## src/core/bit_op_defines.svh

```systemverilog
// Constants for the single-bit instruction datapath
`ifndef BIT_OP_DEFINES_SVH
`define BIT_OP_DEFINES_SVH

// Flag register bit positions
`define FLAG_ZERO_BIT   2'h0
`define FLAG_CARRY_BIT  2'h1
`define FLAG_AUX_BIT    2'h2
`define FLAG_OVF_BIT    2'h3

// IO register select codes
`define IO_SEL_PORT_A_DATA  3'h0
`define IO_SEL_PORT_A_CTRL  3'h1
`define IO_SEL_PORT_B_DATA  3'h2
`define IO_SEL_PORT_B_CTRL  3'h3
`define IO_SEL_FLAGS    3'h4

// Widths, reset values, the one-bit mask and the accumulator MSB
`define MEM_ADDR_W      6
`define BYTE_RESET      8'h00
`define FLAGS_RESET     4'h0
`define ONE_BIT_MASK    8'h01
`define ACCUM_MSB       3'h7
`define PORT_OE_N_RESET 8'hFF

`endif

```

## src/core/bit_op_pkg.sv

```systemverilog
// Types for the single-bit instruction datapath
`include "bit_op_defines.svh"

package bit_op_pkg;

    // One-hot instruction codes from the sequencer
    typedef enum logic [5:0] {
        OP_NONE      = 6'h00,
        OP_CLEAR_IO  = 6'h01,
        OP_SET_IO    = 6'h02,
        OP_SWAPC_IO  = 6'h04,
        OP_CLEAR_MEM = 6'h08,
        OP_SET_MEM   = 6'h10,
        OP_ROTATE_RC = 6'h20
    } op_type;

    // Whole state of the unit
    typedef struct packed {
        logic [7:0]               accumulator;
        logic [3:0]               flags;
        logic [7:0]               port_a_data;
        logic [7:0]               port_a_ctrl;
        logic [7:0]               port_b_data;
        logic [7:0]               port_b_ctrl;
        logic [7:0]               port_a_s1;
        logic [7:0]               port_a_s2;
        logic [7:0]               port_a_s3;
        logic [7:0]               port_a_lvl;
        logic [7:0]               port_b_s1;
        logic [7:0]               port_b_s2;
        logic [7:0]               port_b_s3;
        logic [7:0]               port_b_lvl;
        logic [7:0]               port_a_oe_n;
        logic [7:0]               port_b_oe_n;
        logic                     mem_we;
        logic [`MEM_ADDR_W-1:0]   mem_addr;
        logic [7:0]               mem_wdata;
    } state_type;

endpackage

```

## src/core/bit_operation_unit.sv

```systemverilog
// Single-bit instruction execution unit with ports, flags and accumulator
`timescale 1ns/100ps
`default_nettype none
`include "bit_op_defines.svh"

module bit_operation_unit (
    input  wire logic                    clk_sys,
    input  wire logic                    rst,
    input  wire logic                    op_valid,
    input  wire bit_op_pkg::op_type      op_code,
    input  wire logic [2:0]              bit_index,
    input  wire logic [2:0]              io_sel,
    input  wire logic [`MEM_ADDR_W-1:0]  mem_addr_in,
    input  wire logic [7:0]              mem_rdata,
    input  wire logic                    accum_load,
    input  wire logic [7:0]              accum_load_data,
    input  wire logic [7:0]              port_a_pin_in,
    input  wire logic [7:0]              port_b_pin_in,
    output var  logic [7:0]              accumulator,
    output var  logic [3:0]              flag_reg,
    output var  logic [7:0]              port_a_data_reg,
    output var  logic [7:0]              port_b_data_reg,
    output var  logic [7:0]              port_a_ctrl_reg,
    output var  logic [7:0]              port_b_ctrl_reg,
    output var  logic [7:0]              port_a_oe_n,
    output var  logic [7:0]              port_b_oe_n,
    output var  logic                    mem_we,
    output var  logic [`MEM_ADDR_W-1:0]  mem_addr,
    output var  logic [7:0]              mem_wdata
);

    bit_op_pkg::state_type st_r;
    bit_op_pkg::state_type st_nxt;
    logic [7:0]            bit_mask;
    logic [7:0]            io_rd;
    logic [7:0]            io_wr;
    logic                  io_we;
    logic                  io_bit;
    logic                  old_carry;

    // Index selects one of eight bits
    assign bit_mask = `ONE_BIT_MASK << bit_index;

    // Read side of the selected IO register
    always_comb begin
        if (io_sel == `IO_SEL_PORT_A_DATA) begin
            io_rd = st_r.port_a_data;
        end else if (io_sel == `IO_SEL_PORT_A_CTRL) begin
            io_rd = st_r.port_a_ctrl;
        end else if (io_sel == `IO_SEL_PORT_B_DATA) begin
            io_rd = st_r.port_b_data;
        end else if (io_sel == `IO_SEL_PORT_B_CTRL) begin
            io_rd = st_r.port_b_ctrl;
        end else if (io_sel == `IO_SEL_FLAGS) begin
            io_rd = {4'h0, st_r.flags};
        end else begin
            io_rd = `BYTE_RESET;
        end
    end

    // Bit seen by a swap: pin level when input, latch when output
    always_comb begin
        if (io_sel == `IO_SEL_PORT_A_DATA) begin
            io_bit = st_r.port_a_ctrl[bit_index]
                   ? st_r.port_a_data[bit_index]
                   : st_r.port_a_lvl[bit_index];
        end else if (io_sel == `IO_SEL_PORT_B_DATA) begin
            io_bit = st_r.port_b_ctrl[bit_index]
                   ? st_r.port_b_data[bit_index]
                   : st_r.port_b_lvl[bit_index];
        end else begin
            io_bit = io_rd[bit_index];
        end
    end

    assign old_carry = st_r.flags[`FLAG_CARRY_BIT];

    // Value written back to the IO register
    always_comb begin
        io_we = 1'b0;
        io_wr = io_rd;
        if (op_valid) begin
            case (op_code)
                bit_op_pkg::OP_CLEAR_IO: begin
                    io_we = 1'b1;
                    io_wr = io_rd & ~bit_mask;
                end
                bit_op_pkg::OP_SET_IO: begin
                    io_we = 1'b1;
                    io_wr = io_rd | bit_mask;
                end
                bit_op_pkg::OP_SWAPC_IO: begin
                    io_we = 1'b1;
                    io_wr = old_carry ? (io_rd | bit_mask)
                                      : (io_rd & ~bit_mask);
                end
                default: begin
                    io_we = 1'b0;
                end
            endcase
        end
    end

    // Next state of the whole unit
    always_comb begin
        st_nxt = st_r;
        st_nxt.mem_we = 1'b0;
        // Pins: three stages, level moves once stages two and three agree
        st_nxt.port_a_s1 = port_a_pin_in;
        st_nxt.port_a_s2 = st_r.port_a_s1;
        st_nxt.port_a_s3 = st_r.port_a_s2;
        st_nxt.port_b_s1 = port_b_pin_in;
        st_nxt.port_b_s2 = st_r.port_b_s1;
        st_nxt.port_b_s3 = st_r.port_b_s2;
        // Disagreeing stages keep the old level, no glitch to zero
        st_nxt.port_a_lvl =
            (st_r.port_a_lvl & (st_r.port_a_s2 ^ st_r.port_a_s3))
          | (st_r.port_a_s3 & ~(st_r.port_a_s2 ^ st_r.port_a_s3));
        st_nxt.port_b_lvl =
            (st_r.port_b_lvl & (st_r.port_b_s2 ^ st_r.port_b_s3))
          | (st_r.port_b_s3 & ~(st_r.port_b_s2 ^ st_r.port_b_s3));
        // Sequencer load of the accumulator comes before any rotate
        if (accum_load) begin
            st_nxt.accumulator = accum_load_data;
        end
        // IO write-back decode
        if (io_we) begin
            if (io_sel == `IO_SEL_PORT_A_DATA) begin
                st_nxt.port_a_data = io_wr;
            end else if (io_sel == `IO_SEL_PORT_A_CTRL) begin
                st_nxt.port_a_ctrl = io_wr;
            end else if (io_sel == `IO_SEL_PORT_B_DATA) begin
                st_nxt.port_b_data = io_wr;
            end else if (io_sel == `IO_SEL_PORT_B_CTRL) begin
                st_nxt.port_b_ctrl = io_wr;
            end else if (io_sel == `IO_SEL_FLAGS) begin
                st_nxt.flags = io_wr[3:0];
            end
        end
        if (op_valid) begin
            case (op_code)
                bit_op_pkg::OP_SWAPC_IO: begin
                    // Carry write wins over a swap aimed at the flags
                    st_nxt.flags[`FLAG_CARRY_BIT] = io_bit;
                end
                bit_op_pkg::OP_CLEAR_MEM: begin
                    st_nxt.mem_we    = 1'b1;
                    st_nxt.mem_addr  = mem_addr_in;
                    st_nxt.mem_wdata = mem_rdata & ~bit_mask;
                end
                bit_op_pkg::OP_SET_MEM: begin
                    st_nxt.mem_we    = 1'b1;
                    st_nxt.mem_addr  = mem_addr_in;
                    st_nxt.mem_wdata = mem_rdata | bit_mask;
                end
                bit_op_pkg::OP_ROTATE_RC: begin
                    // Bit 0 must reach carry before the shift drops it
                    st_nxt.flags[`FLAG_CARRY_BIT] =
                        st_nxt.accumulator[0];
                    st_nxt.accumulator = {old_carry,
                        st_nxt.accumulator[`ACCUM_MSB:1]};
                end
                default: begin
                    st_nxt.mem_we = 1'b0;
                end
            endcase
        end
        // Drivers on while the control bit says output, active low enable
        st_nxt.port_a_oe_n = ~st_nxt.port_a_ctrl;
        st_nxt.port_b_oe_n = ~st_nxt.port_b_ctrl;
    end

    // Single state register; all inputs of ports start as inputs
    always_ff @(posedge clk_sys or posedge rst) begin
        if (rst) begin
            st_r <= '0;
            st_r.port_a_oe_n <= `PORT_OE_N_RESET;
            st_r.port_b_oe_n <= `PORT_OE_N_RESET;
        end else begin
            st_r <= st_nxt;
        end
    end

    // Outputs straight from the state flops
    assign accumulator     = st_r.accumulator;
    assign flag_reg        = st_r.flags;
    assign port_a_data_reg = st_r.port_a_data;
    assign port_b_data_reg = st_r.port_b_data;
    assign port_a_ctrl_reg = st_r.port_a_ctrl;
    assign port_b_ctrl_reg = st_r.port_b_ctrl;
    assign port_a_oe_n     = st_r.port_a_oe_n;
    assign port_b_oe_n     = st_r.port_b_oe_n;
    assign mem_we          = st_r.mem_we;
    assign mem_addr        = st_r.mem_addr;
    assign mem_wdata       = st_r.mem_wdata;
endmodule // bit_operation_unit

`default_nettype wire

```

## config.mk

```make
export PLATFORM = sky130hd
export DESIGN_NAME = bit_operation_unit
export DESIGN_NICKNAME = d
export VERILOG_FILES = /design/src/core/bit_op_pkg.sv /design/src/core/bit_operation_unit.sv
export VERILOG_INCLUDE_DIRS = /design/src /design/src/core
export SDC_FILE = /design/constraint.sdc
export NUM_CORES = 1
export LEC_CHECK = 0
export ABC_AREA = 1
export BUFFER_PORTS_ARGS = -buffer_cell sky130_fd_sc_hd__buf_4
export CAP_MARGIN = 25
export CORE_UTILIZATION = 50
export CTS_BUF_LIST = sky130_fd_sc_hd__clkbuf_8
export DETAILED_ROUTE_END_ITERATION = 12
export PLACE_DENSITY = 0.69
export SLEW_MARGIN = 20
export SYNTH_ARGS = -nofsm -noshare
export SYNTH_HDL_FRONTEND = slang
export SYNTH_SLANG_ARGS = --single-unit
```

## constraint.sdc

```tcl
create_clock -name clk_sys -period 13.45 [get_ports clk_sys]
set_input_delay 2.69 -clock clk_sys [delete_from_list [all_inputs] [get_ports clk_sys]]
set_output_delay 2.69 -clock clk_sys [all_outputs]
set_load 0.01 [all_outputs]
```

==> results.txt, run 1 <==
----------------------------------------------------
[Run status]
  Status ... completed

[Logic synthesis]
  Distinct cell type count of the synthesized netlist ... 37
  Area leader, netlist ... dfrtp_1
  Syn avg cell area ... 9.11 um^2
  Cell types with the largest area share after synthesis ... dfrtp_1, nand2_1, buf_4
  Number of synthesized flops with an enable pin ... 0
  Part of the Yosys area used for sequential elements ... 0.531
  Warning count from the yosys run ... 0
  Synthesized netlist net count ... 777
  Fraction of registers with async set/reset ... 1.00
  Post-Synthesis Cells ... 723
  Cell area after synthesis ... 0.00659 mm^2
  Proportion of netlist area held by the largest area contributor ... 0.467
  Post-synthesis register bit count ... 139
  Top_reg_cell synth ... dfrtp_1

[Floorplanning]
  Number of top-level pins ... 129
  Die width ... 117 um
  Core ar. ... 0.0127 mm^2
  Effective utilization at floorplan ... 0.518
  Number of placement rows ... 41
  Total die area ... 0.0136 mm^2
  Vertical extent of the die ... 117 um

[STA]
  Tightest hold margin ... 0.350 ns
  Post-Route Skew ... 0.00679 ns
  Max Clock Freq ... 254 MHz
  Final period utilization ... 0.293
  Setup WS post-layout ... 9.51 ns
  Relative max-transition margin ... 0.623
  Worst-margin pin slew ... 0.564 ns
  Crit path time final ... 3.94 ns
  Setup violations, final ... 0
  Total Negative Setup Slacks ... 0 ns
  Number of hold-slack violations in the final timing report ... 0
  RSZ-0062 raised after global routing ... false
  Final slew viol count ... 0

[Critical path]
  Arrival @ worst endpoint ... 4.29 ns
  Sort of element at the start of the critical path ... primary input
  Type of the setup path with the least slack ... in -> reg
  Kind of end point of the critical path ... register
  Largest fanout on the critical path ... 10
  Required time reported for the critical path endpoint ... 13.80 ns

[Hold path]
  Hold Crit Class ... reg -> reg

[Drt]
  Wire length per cell ... 15.3 um
  DRC marker count from the first detailed-route iteration ... 327
  Ratio of routed vias to standard cells ... 4.98
  Post-Route WL ... 14800 um
  Antenna Violating Nets Remaining ... 0
  Number of design rule violations left after detail routing ... 0
  Total via count in the routed design ... 4802
  Number of search-and-repair iterations in the first detailed-routing pass ... 4

[Placement]
  Place WS ... 9.05 ns
  Number of port buffers ... 128
  Final weighted congestion in routability-driven placement ... 0.952
  DP HPWL ... 11100 um

[Clock tree]
  Number of buffers inserted to repair setup after CTS ... 0
  Number of hold-repair buffers added at the cts stage ... 0
  Clock transition at the registers of the reported paths ... 0.08 ns
  Max clock buf depth ... 2
  Clock net sink count ... 139
  Root buffer cell ... clkbuf_8
  # resized after CTS ... 0
  Skew-Pair Late Insertion Delay ... 0.45 ns
  H-tree depth reported by CTS ... 4
  Clock tree from TritonCTS ... done
  Clock buffer count from CTS ... 17

[Finish]
  Final core utilization ... 0.594
  Count of fill cells added during filler insertion ... 1155
  Final net count ... 835
  Share of post-route cells with drive strength above 1 ... 0.305
  Antenna diodes ... 0
  Synthesis-to-finish area growth ... 14.7%

[Power]
  Power density over cell area ... 132 mW/mm^2
  Peak supply drop ... 0.113 mV
  Leak pwr ... 3.82 nW

[Global route]
  Number of antenna violations at the first check in global routing ... 0
  All-Layer GR Usage ... 0.231
  Maximum number of pins on one net before global-route repair ... 78
  Total gr overflow ... 0
  Global-route wire length before repair ... 23000 um
  Vias in the first global route ... 4632

[Flow run]
  Maximum capacitance violations ... 0

----------------------------------------------------
==> metrics by stage <==
step / instances / power, mW / instance area (um^2)
global placement: 933 / 0.655 / 7120
finish: 965 / 0.994 / 7560
detailed placement: 933 / 0.658 / 7120
floorplan: 723 / 0.611 / 6590
CTS: 964 / 1.00 / 7530
global route: 965 / 1.04 / 7560
==> placed cells by master, fill, tap and decap left out, drive strengths merged <==
| cell type | synthesis | layout |
|---|---|---|
| a21oi | 8 | 8 |
| a22oi | 3 | 3 |
| a31oi | 2 | 2 |
| buf | 87 | 130 |
| bufinv | 0 | 3 |
| clkbuf | 4 | 17 |
| clkinv | 1 | 6 |
| clkinvlp | 0 | 4 |
| dfrtp | 123 | 123 |
| dfstp | 16 | 16 |
| inv | 79 | 81 |
| maj3 | 16 | 16 |
| mux2i | 8 | 8 |
| nand2 | 187 | 187 |
| nand3 | 37 | 37 |
| nand4 | 7 | 7 |
| nor2 | 62 | 62 |
| nor3 | 1 | 1 |
| o211ai | 1 | 1 |
| o21a | 1 | 1 |
| o21ai | 75 | 75 |
| o21bai | 2 | 2 |
| o22ai | 1 | 1 |
| o31ai | 1 | 1 |
| or2 | 1 | 1 |
==> power breakdown <==
part	total [mW]	switching, mW	internal, mW	leakage, nW
sequential	0.490	0.0281	0.462	1.69
combinational	0.159	0.0858	0.0733	1.93
clock	0.345	0.162	0.182	0.194
==> worst max-delay path: stages <==
cell and delay (ns):
buf_4 0.12, nor2_2 0.20, nand4_4 0.14, nand3_2 0.15, nand2_4 0.11, inv_8 0.14, nand2_8 0.10, o21ai_2 0.35
nand2_1 0.13, o21ai_2 0.10, inv_2 0.04
==> kinds of logic (layout without fill, tap and decap cells) <==
logic type	after synthesis	in the layout	share of synthesized area
AOI/OAI and AO/OA	94	94	0.0889
and+or+nand+nor	295	295	0.197
muxes	8	8	0.0122
adders and majority gates	16	16	0.0243
DFF	139	139	0.531
buffers and inverters	171	241	0.147
==> synth_stat cells (8+ instances only) <==
cell	number
nand2_1	179
dfstp_2	16
inv_1	60
inv_2	18
mux2i_1	8
o21ai_0	46
o21ai_2	23
nand3_1	36
nor2_1	54
buf_4	76
maj3_1	16
buf_2	9
dfrtp_1	123
a21oi_1	8
==> layer usage <==
layer,track usage,share of wire,up-vias
met1,0.283,0.43,2281
li1,-,-,2325
met4,0.138,0.042,0
met3,0.0551,0.053,39
met2,0.374,0.48,157
met5,0,0,-
==> worst paths after layout <==
kind,startpoint,end,slack (ns),cells after the start
worst max-delay path,op_code[1],port_b_ctrl_reg[2]$_DFF_PP0_,9.51,11
worst min-delay path,st_nxt[54]$_DFF_PP0_,st_nxt[46]$_DFF_PP0_,0.35,0
worst max register to register,port_a_ctrl_reg[1]$_DFF_PP0_,flag_reg[1]$_DFF_PP0_,11.73,9
worst min register to register,st_nxt[54]$_DFF_PP0_,st_nxt[46]$_DFF_PP0_,0.35,0
max in group asynchronous,rst,port_b_oe_n[4]$_DFF_PP1_,10.08,4
min in group asynchronous,rst,st_nxt[46]$_DFF_PP0_,2.29,2
==> layout make-up <==
| type | count | area, um^2 | area share |
|---|---|---|---|
| flip-flops and latches | 139 | 3500 | 0.463 |
| multi-input cells | 413 | 2120 | 0.281 |
| repair buffers | 130 | 996 | 0.132 |
| inverters | 80 | 318 | 0.0421 |
| clock buffers | 17 | 234 | 0.0310 |
| well taps | 172 | 215 | 0.0285 |
| clock inverters | 14 | 170 | 0.0225 |
Note: power is estimated with default switching activity, not from simulation.
==> inputs of run 2 (changes only) <==
--- a/config.mk
+++ b/config.mk
@@ -6,13 +6,13 @@
 export SDC_FILE = /design/constraint.sdc
 export NUM_CORES = 1
 export LEC_CHECK = 0
-export ABC_AREA = 1
+export ABC_AREA = 0
 export BUFFER_PORTS_ARGS = -buffer_cell sky130_fd_sc_hd__buf_4
 export CAP_MARGIN = 25
 export CORE_UTILIZATION = 50
 export CTS_BUF_LIST = sky130_fd_sc_hd__clkbuf_8
 export DETAILED_ROUTE_END_ITERATION = 12
-export PLACE_DENSITY = 0.69
+export PLACE_DENSITY = 0.73
 export SLEW_MARGIN = 20
 export SYNTH_ARGS = -nofsm -noshare
 export SYNTH_HDL_FRONTEND = slang
==> constraint.sdc (replaced) <==
create_clock -name clk_sys -period 3.2 [get_ports clk_sys]
set_input_delay 0.64 -clock clk_sys [delete_from_list [all_inputs] [get_ports clk_sys]]
set_output_delay 0.64 -clock clk_sys [all_outputs]
set_load 0.01 [all_outputs]
==> run 2 against run 1 <==
Compared with the run above:
- clock power rose to 4.2 times the previous value
- power increased to 4.2 times the previous value
- cell count fell by 21%
- combinational power increased to 4.1 times the previous value
- first-iteration DRC count fell by 27%
- sequential share of layout area grew 1.3 points
- sequential cell count unchanged
- count of clock-buffer cells in the layout up 3
- routed wire length decreased by 12%
- hold slack worse by 0.14 ns
- area after synthesis is 4.1% lower
==> results.txt, run 2 <==
----------------------------------------------------
[Drt]
  Number of search-and-repair iterations in the first detailed-routing pass ... 5
  Ratio of routed vias to standard cells ... 5.29
  Antenna Violating Nets Remaining ... 0
  Number of design rule violations left after detail routing ... 0
  Total via count in the routed design ... 4012
  Post-Route WL ... 13000 um
  DRC marker count from the first detailed-route iteration ... 238
  Wire length per cell ... 17.2 um

[Placement]
  Final weighted congestion in routability-driven placement ... 0.866
  DP HPWL ... 9500 um
  Number of port buffers ... 128
  Number of placed instances, taps included ... 726
  Place WS ... 0.574 ns

[STA]
  Final slew viol count ... 0
  Final period utilization ... 0.694
  Total Negative Setup Slacks ... 0 ns
  Max Clock Freq ... 450 MHz
  Post-Route Skew ... 0.00648 ns
  Worst-margin pin slew ... 0.560 ns
  Relative max-transition margin ... 0.626
  RSZ-0062 raised after global routing ... false
  Number of hold-slack violations in the final timing report ... 0
  Setup violations, final ... 0
  Setup WS post-layout ... 0.978 ns
  Crit path time final ... 2.22 ns

[Global route]
  Maximum number of pins on one net before global-route repair ... 74
  Number of antenna violations at the first check in global routing ... 0
  All-Layer GR Usage ... 0.220
  Met1 Track Usage GR ... 0.276
  Global-route wire length before repair ... 21300 um
  Total gr overflow ... 0
  Met3 GRT Util ... 0.0683
  Met2 demand-to-capacity share in global routing ... 0.355
  Busiest layer in global routing ... met2
  Vias in the first global route ... 4144

[Finish]
  Area taken by multi-input logic gates ... 0.00214 mm^2
  Share of post-route cells with drive strength above 1 ... 0.385
  Top library cells by usage in the layout, fill and taps aside ... buf_4, dfrtp_1, nand2_1
  Antenna diodes ... 0
  Count of fill cells added during filler insertion ... 974
  Synthesis-to-finish area growth ... 16.2%
  Commonest non-fill, non-tap cell in the layout ... buf_4
  Post-layout instance count excluding filler cells ... 758
  Seq. cell area ... 0.00350 mm^2
  Final net count ... 631

[Clock tree]
  Clock net sink count ... 139
  Max clock buf depth ... 2
  Root buffer cell ... clkbuf_8
  Number of buffers inserted to repair setup after CTS ... 0
  H-tree depth reported by CTS ... 4
  Number of hold-repair buffers added at the cts stage ... 0
  # resized after CTS ... 0
  Clock transition at the registers of the reported paths ... 0.08 ns
  Clock tree from TritonCTS ... done
  Clock buffer count from CTS ... 17
  Skew-Pair Late Insertion Delay ... 0.44 ns

[Critical path]
  Worst-case register-to-register setup slack ... 1.20 ns
  Max stage delay on crit path ... 0.42 ns
  Origin of the critical flop-to-flop path ... port_b_data_reg[5]$_DFFE_PP0P_
  Sort of element at the start of the critical path ... primary input
  Required time reported for the critical path endpoint ... 3.51 ns
  Type of the setup path with the least slack ... in -> reg
  Kind of end point of the critical path ... register
  Arrival @ worst endpoint ... 2.53 ns
  Critical register-to-register path endpoint ... flag_reg[1]$_DFF_PP0_
  Number of buffers and inverters on the critical path ... 1
  Library cell contributing the largest single delay on the critical path ... a211oi_4
  Crit path max-delay family ... compound AO/OA/AOI/OAI gates
  Number of cells on the worst reg-to-reg path ... 7
  Largest fanout on the critical path ... 9
  Ordered list of cells on the worst path ... buf_4 -> xnor2_1 -> or3_4 -> a211oi_4 -> nor2b_1 -> a32oi_2 -> o21ai_0

[Logic synthesis]
  Cell area after synthesis ... 0.00632 mm^2
  Syn avg cell area ... 12.2 um^2
  Count leader, synth ... dfrtp_1
  Number of synthesized flops with an enable pin ... 0
  Warning count from the yosys run ... 0
  Synthesized netlist net count ... 573
  Proportion of netlist area held by the largest area contributor ... 0.487
  Most common library cells after synthesis ... dfrtp_1, buf_4, nand2_1
  Part of the Yosys area used for sequential elements ... 0.554
  Post-synthesis register bit count ... 139
  Top_reg_cell synth ... dfrtp_1
  Post-Synthesis Cells ... 519
  Fraction of registers with async set/reset ... 1.00
  Cell types with the largest area share after synthesis ... dfrtp_1, buf_4, mux4_2
  Distinct cell type count of the synthesized netlist ... 50
  Area leader, netlist ... dfrtp_1

[Run status]
  Status ... completed

[Floorplanning]
  Number of placement rows ... 40
  Total die area ... 0.0131 mm^2
  Die width ... 114 um
  Vertical extent of the die ... 114 um
  Core ar. ... 0.0122 mm^2
  Number of top-level pins ... 129
  Effective utilization at floorplan ... 0.520

[Power]
  Leak pwr ... 3.35 nW
  Peak supply drop ... 0.483 mV
  Power density over cell area ... 563 mW/mm^2

[Flow run]
  Maximum capacitance violations ... 0

[Hold path]
  Hold Crit Class ... in -> async

----------------------------------------------------
==> run 2: cells by family (layout without fill, tap and decap cells) <==
group | count (synthesis) | after routing | share of synthesized area
xor+xnor | 3 | 3 | 0.00416
compound gates | 92 | 92 | 0.0996
mux | 51 | 51 | 0.128
flops | 139 | 139 | 0.554
fa+ha+maj | 16 | 16 | 0.0253
buf+inv | 105 | 176 | 0.108
simple gates | 113 | 113 | 0.0810
==> run 2: per-stage QoR <==
stage	cell area, um^2	util	power, mW	hold slack (ns)
6_report	7340	0.604	4.13	0.208
5_1_grt	7340	0.604	4.34	0.202
4_1_cts	7340	0.604	4.18	0.193
3_5_place_dp	6930	0.570	2.73	0.335
3_3_place_gp	6930	0.570	2.70	0.331
2_1_floorplan	6320	-	2.54	0.331
==> run 2: layout make-up <==
class	instances	share of cell area
Sequential cell	139	0.476
Clock buffer	20	0.0375
Tap cell	168	0.0286
Inverter	7	0.00409
Timing Repair Buffer	137	0.143
Multi-Input combinational cell	275	0.291
Clock inverter	12	0.0189
==> run 2: where the power goes <==
part	total [mW]	leakage (nW)	internal, mW	switching, mW
sequential	2.04	1.70	1.94	0.109
clock	1.44	0.203	0.762	0.681
combinational	0.644	1.45	0.335	0.309
==> run 2: how the worst max path moves through the flow <==
stage | to | start | cells past startpoint
floorplan | flag_reg[1]$_DFF_PP0_ | bit_index[0] | 8
global placement | flag_reg[1]$_DFF_PP0_ | bit_index[1] | 8
detailed placement | port_b_data_reg[5]$_DFFE_PP0P_ | op_code[0] | 7
CTS | port_a_data_reg[5]$_DFFE_PP0P_ | op_code[0] | 7
global route | port_b_data_reg[5]$_DFFE_PP0P_ | op_code[2] | 7
finish | port_a_data_reg[5]$_DFFE_PP0P_ | op_code[0] | 7
==> run 2: layer usage <==
metal | routed length [um] | up-vias
met5 | 0 | -
met4 | 272 | 0
met3 | 759 | 24
met2 | 6640 | 120
met1 | 5330 | 2008
li1 | - | 1860
==> run 2: worst register-to-register path: stages (launching register included) <==
cell and delay (ns):
dfrtp_1 0.43, mux4_2 0.52, mux2_2 0.29, nand3_1 0.08, o311ai_0 0.15, o2111ai_1 0.16, a21o_1 0.15, o221ai_1 0.09
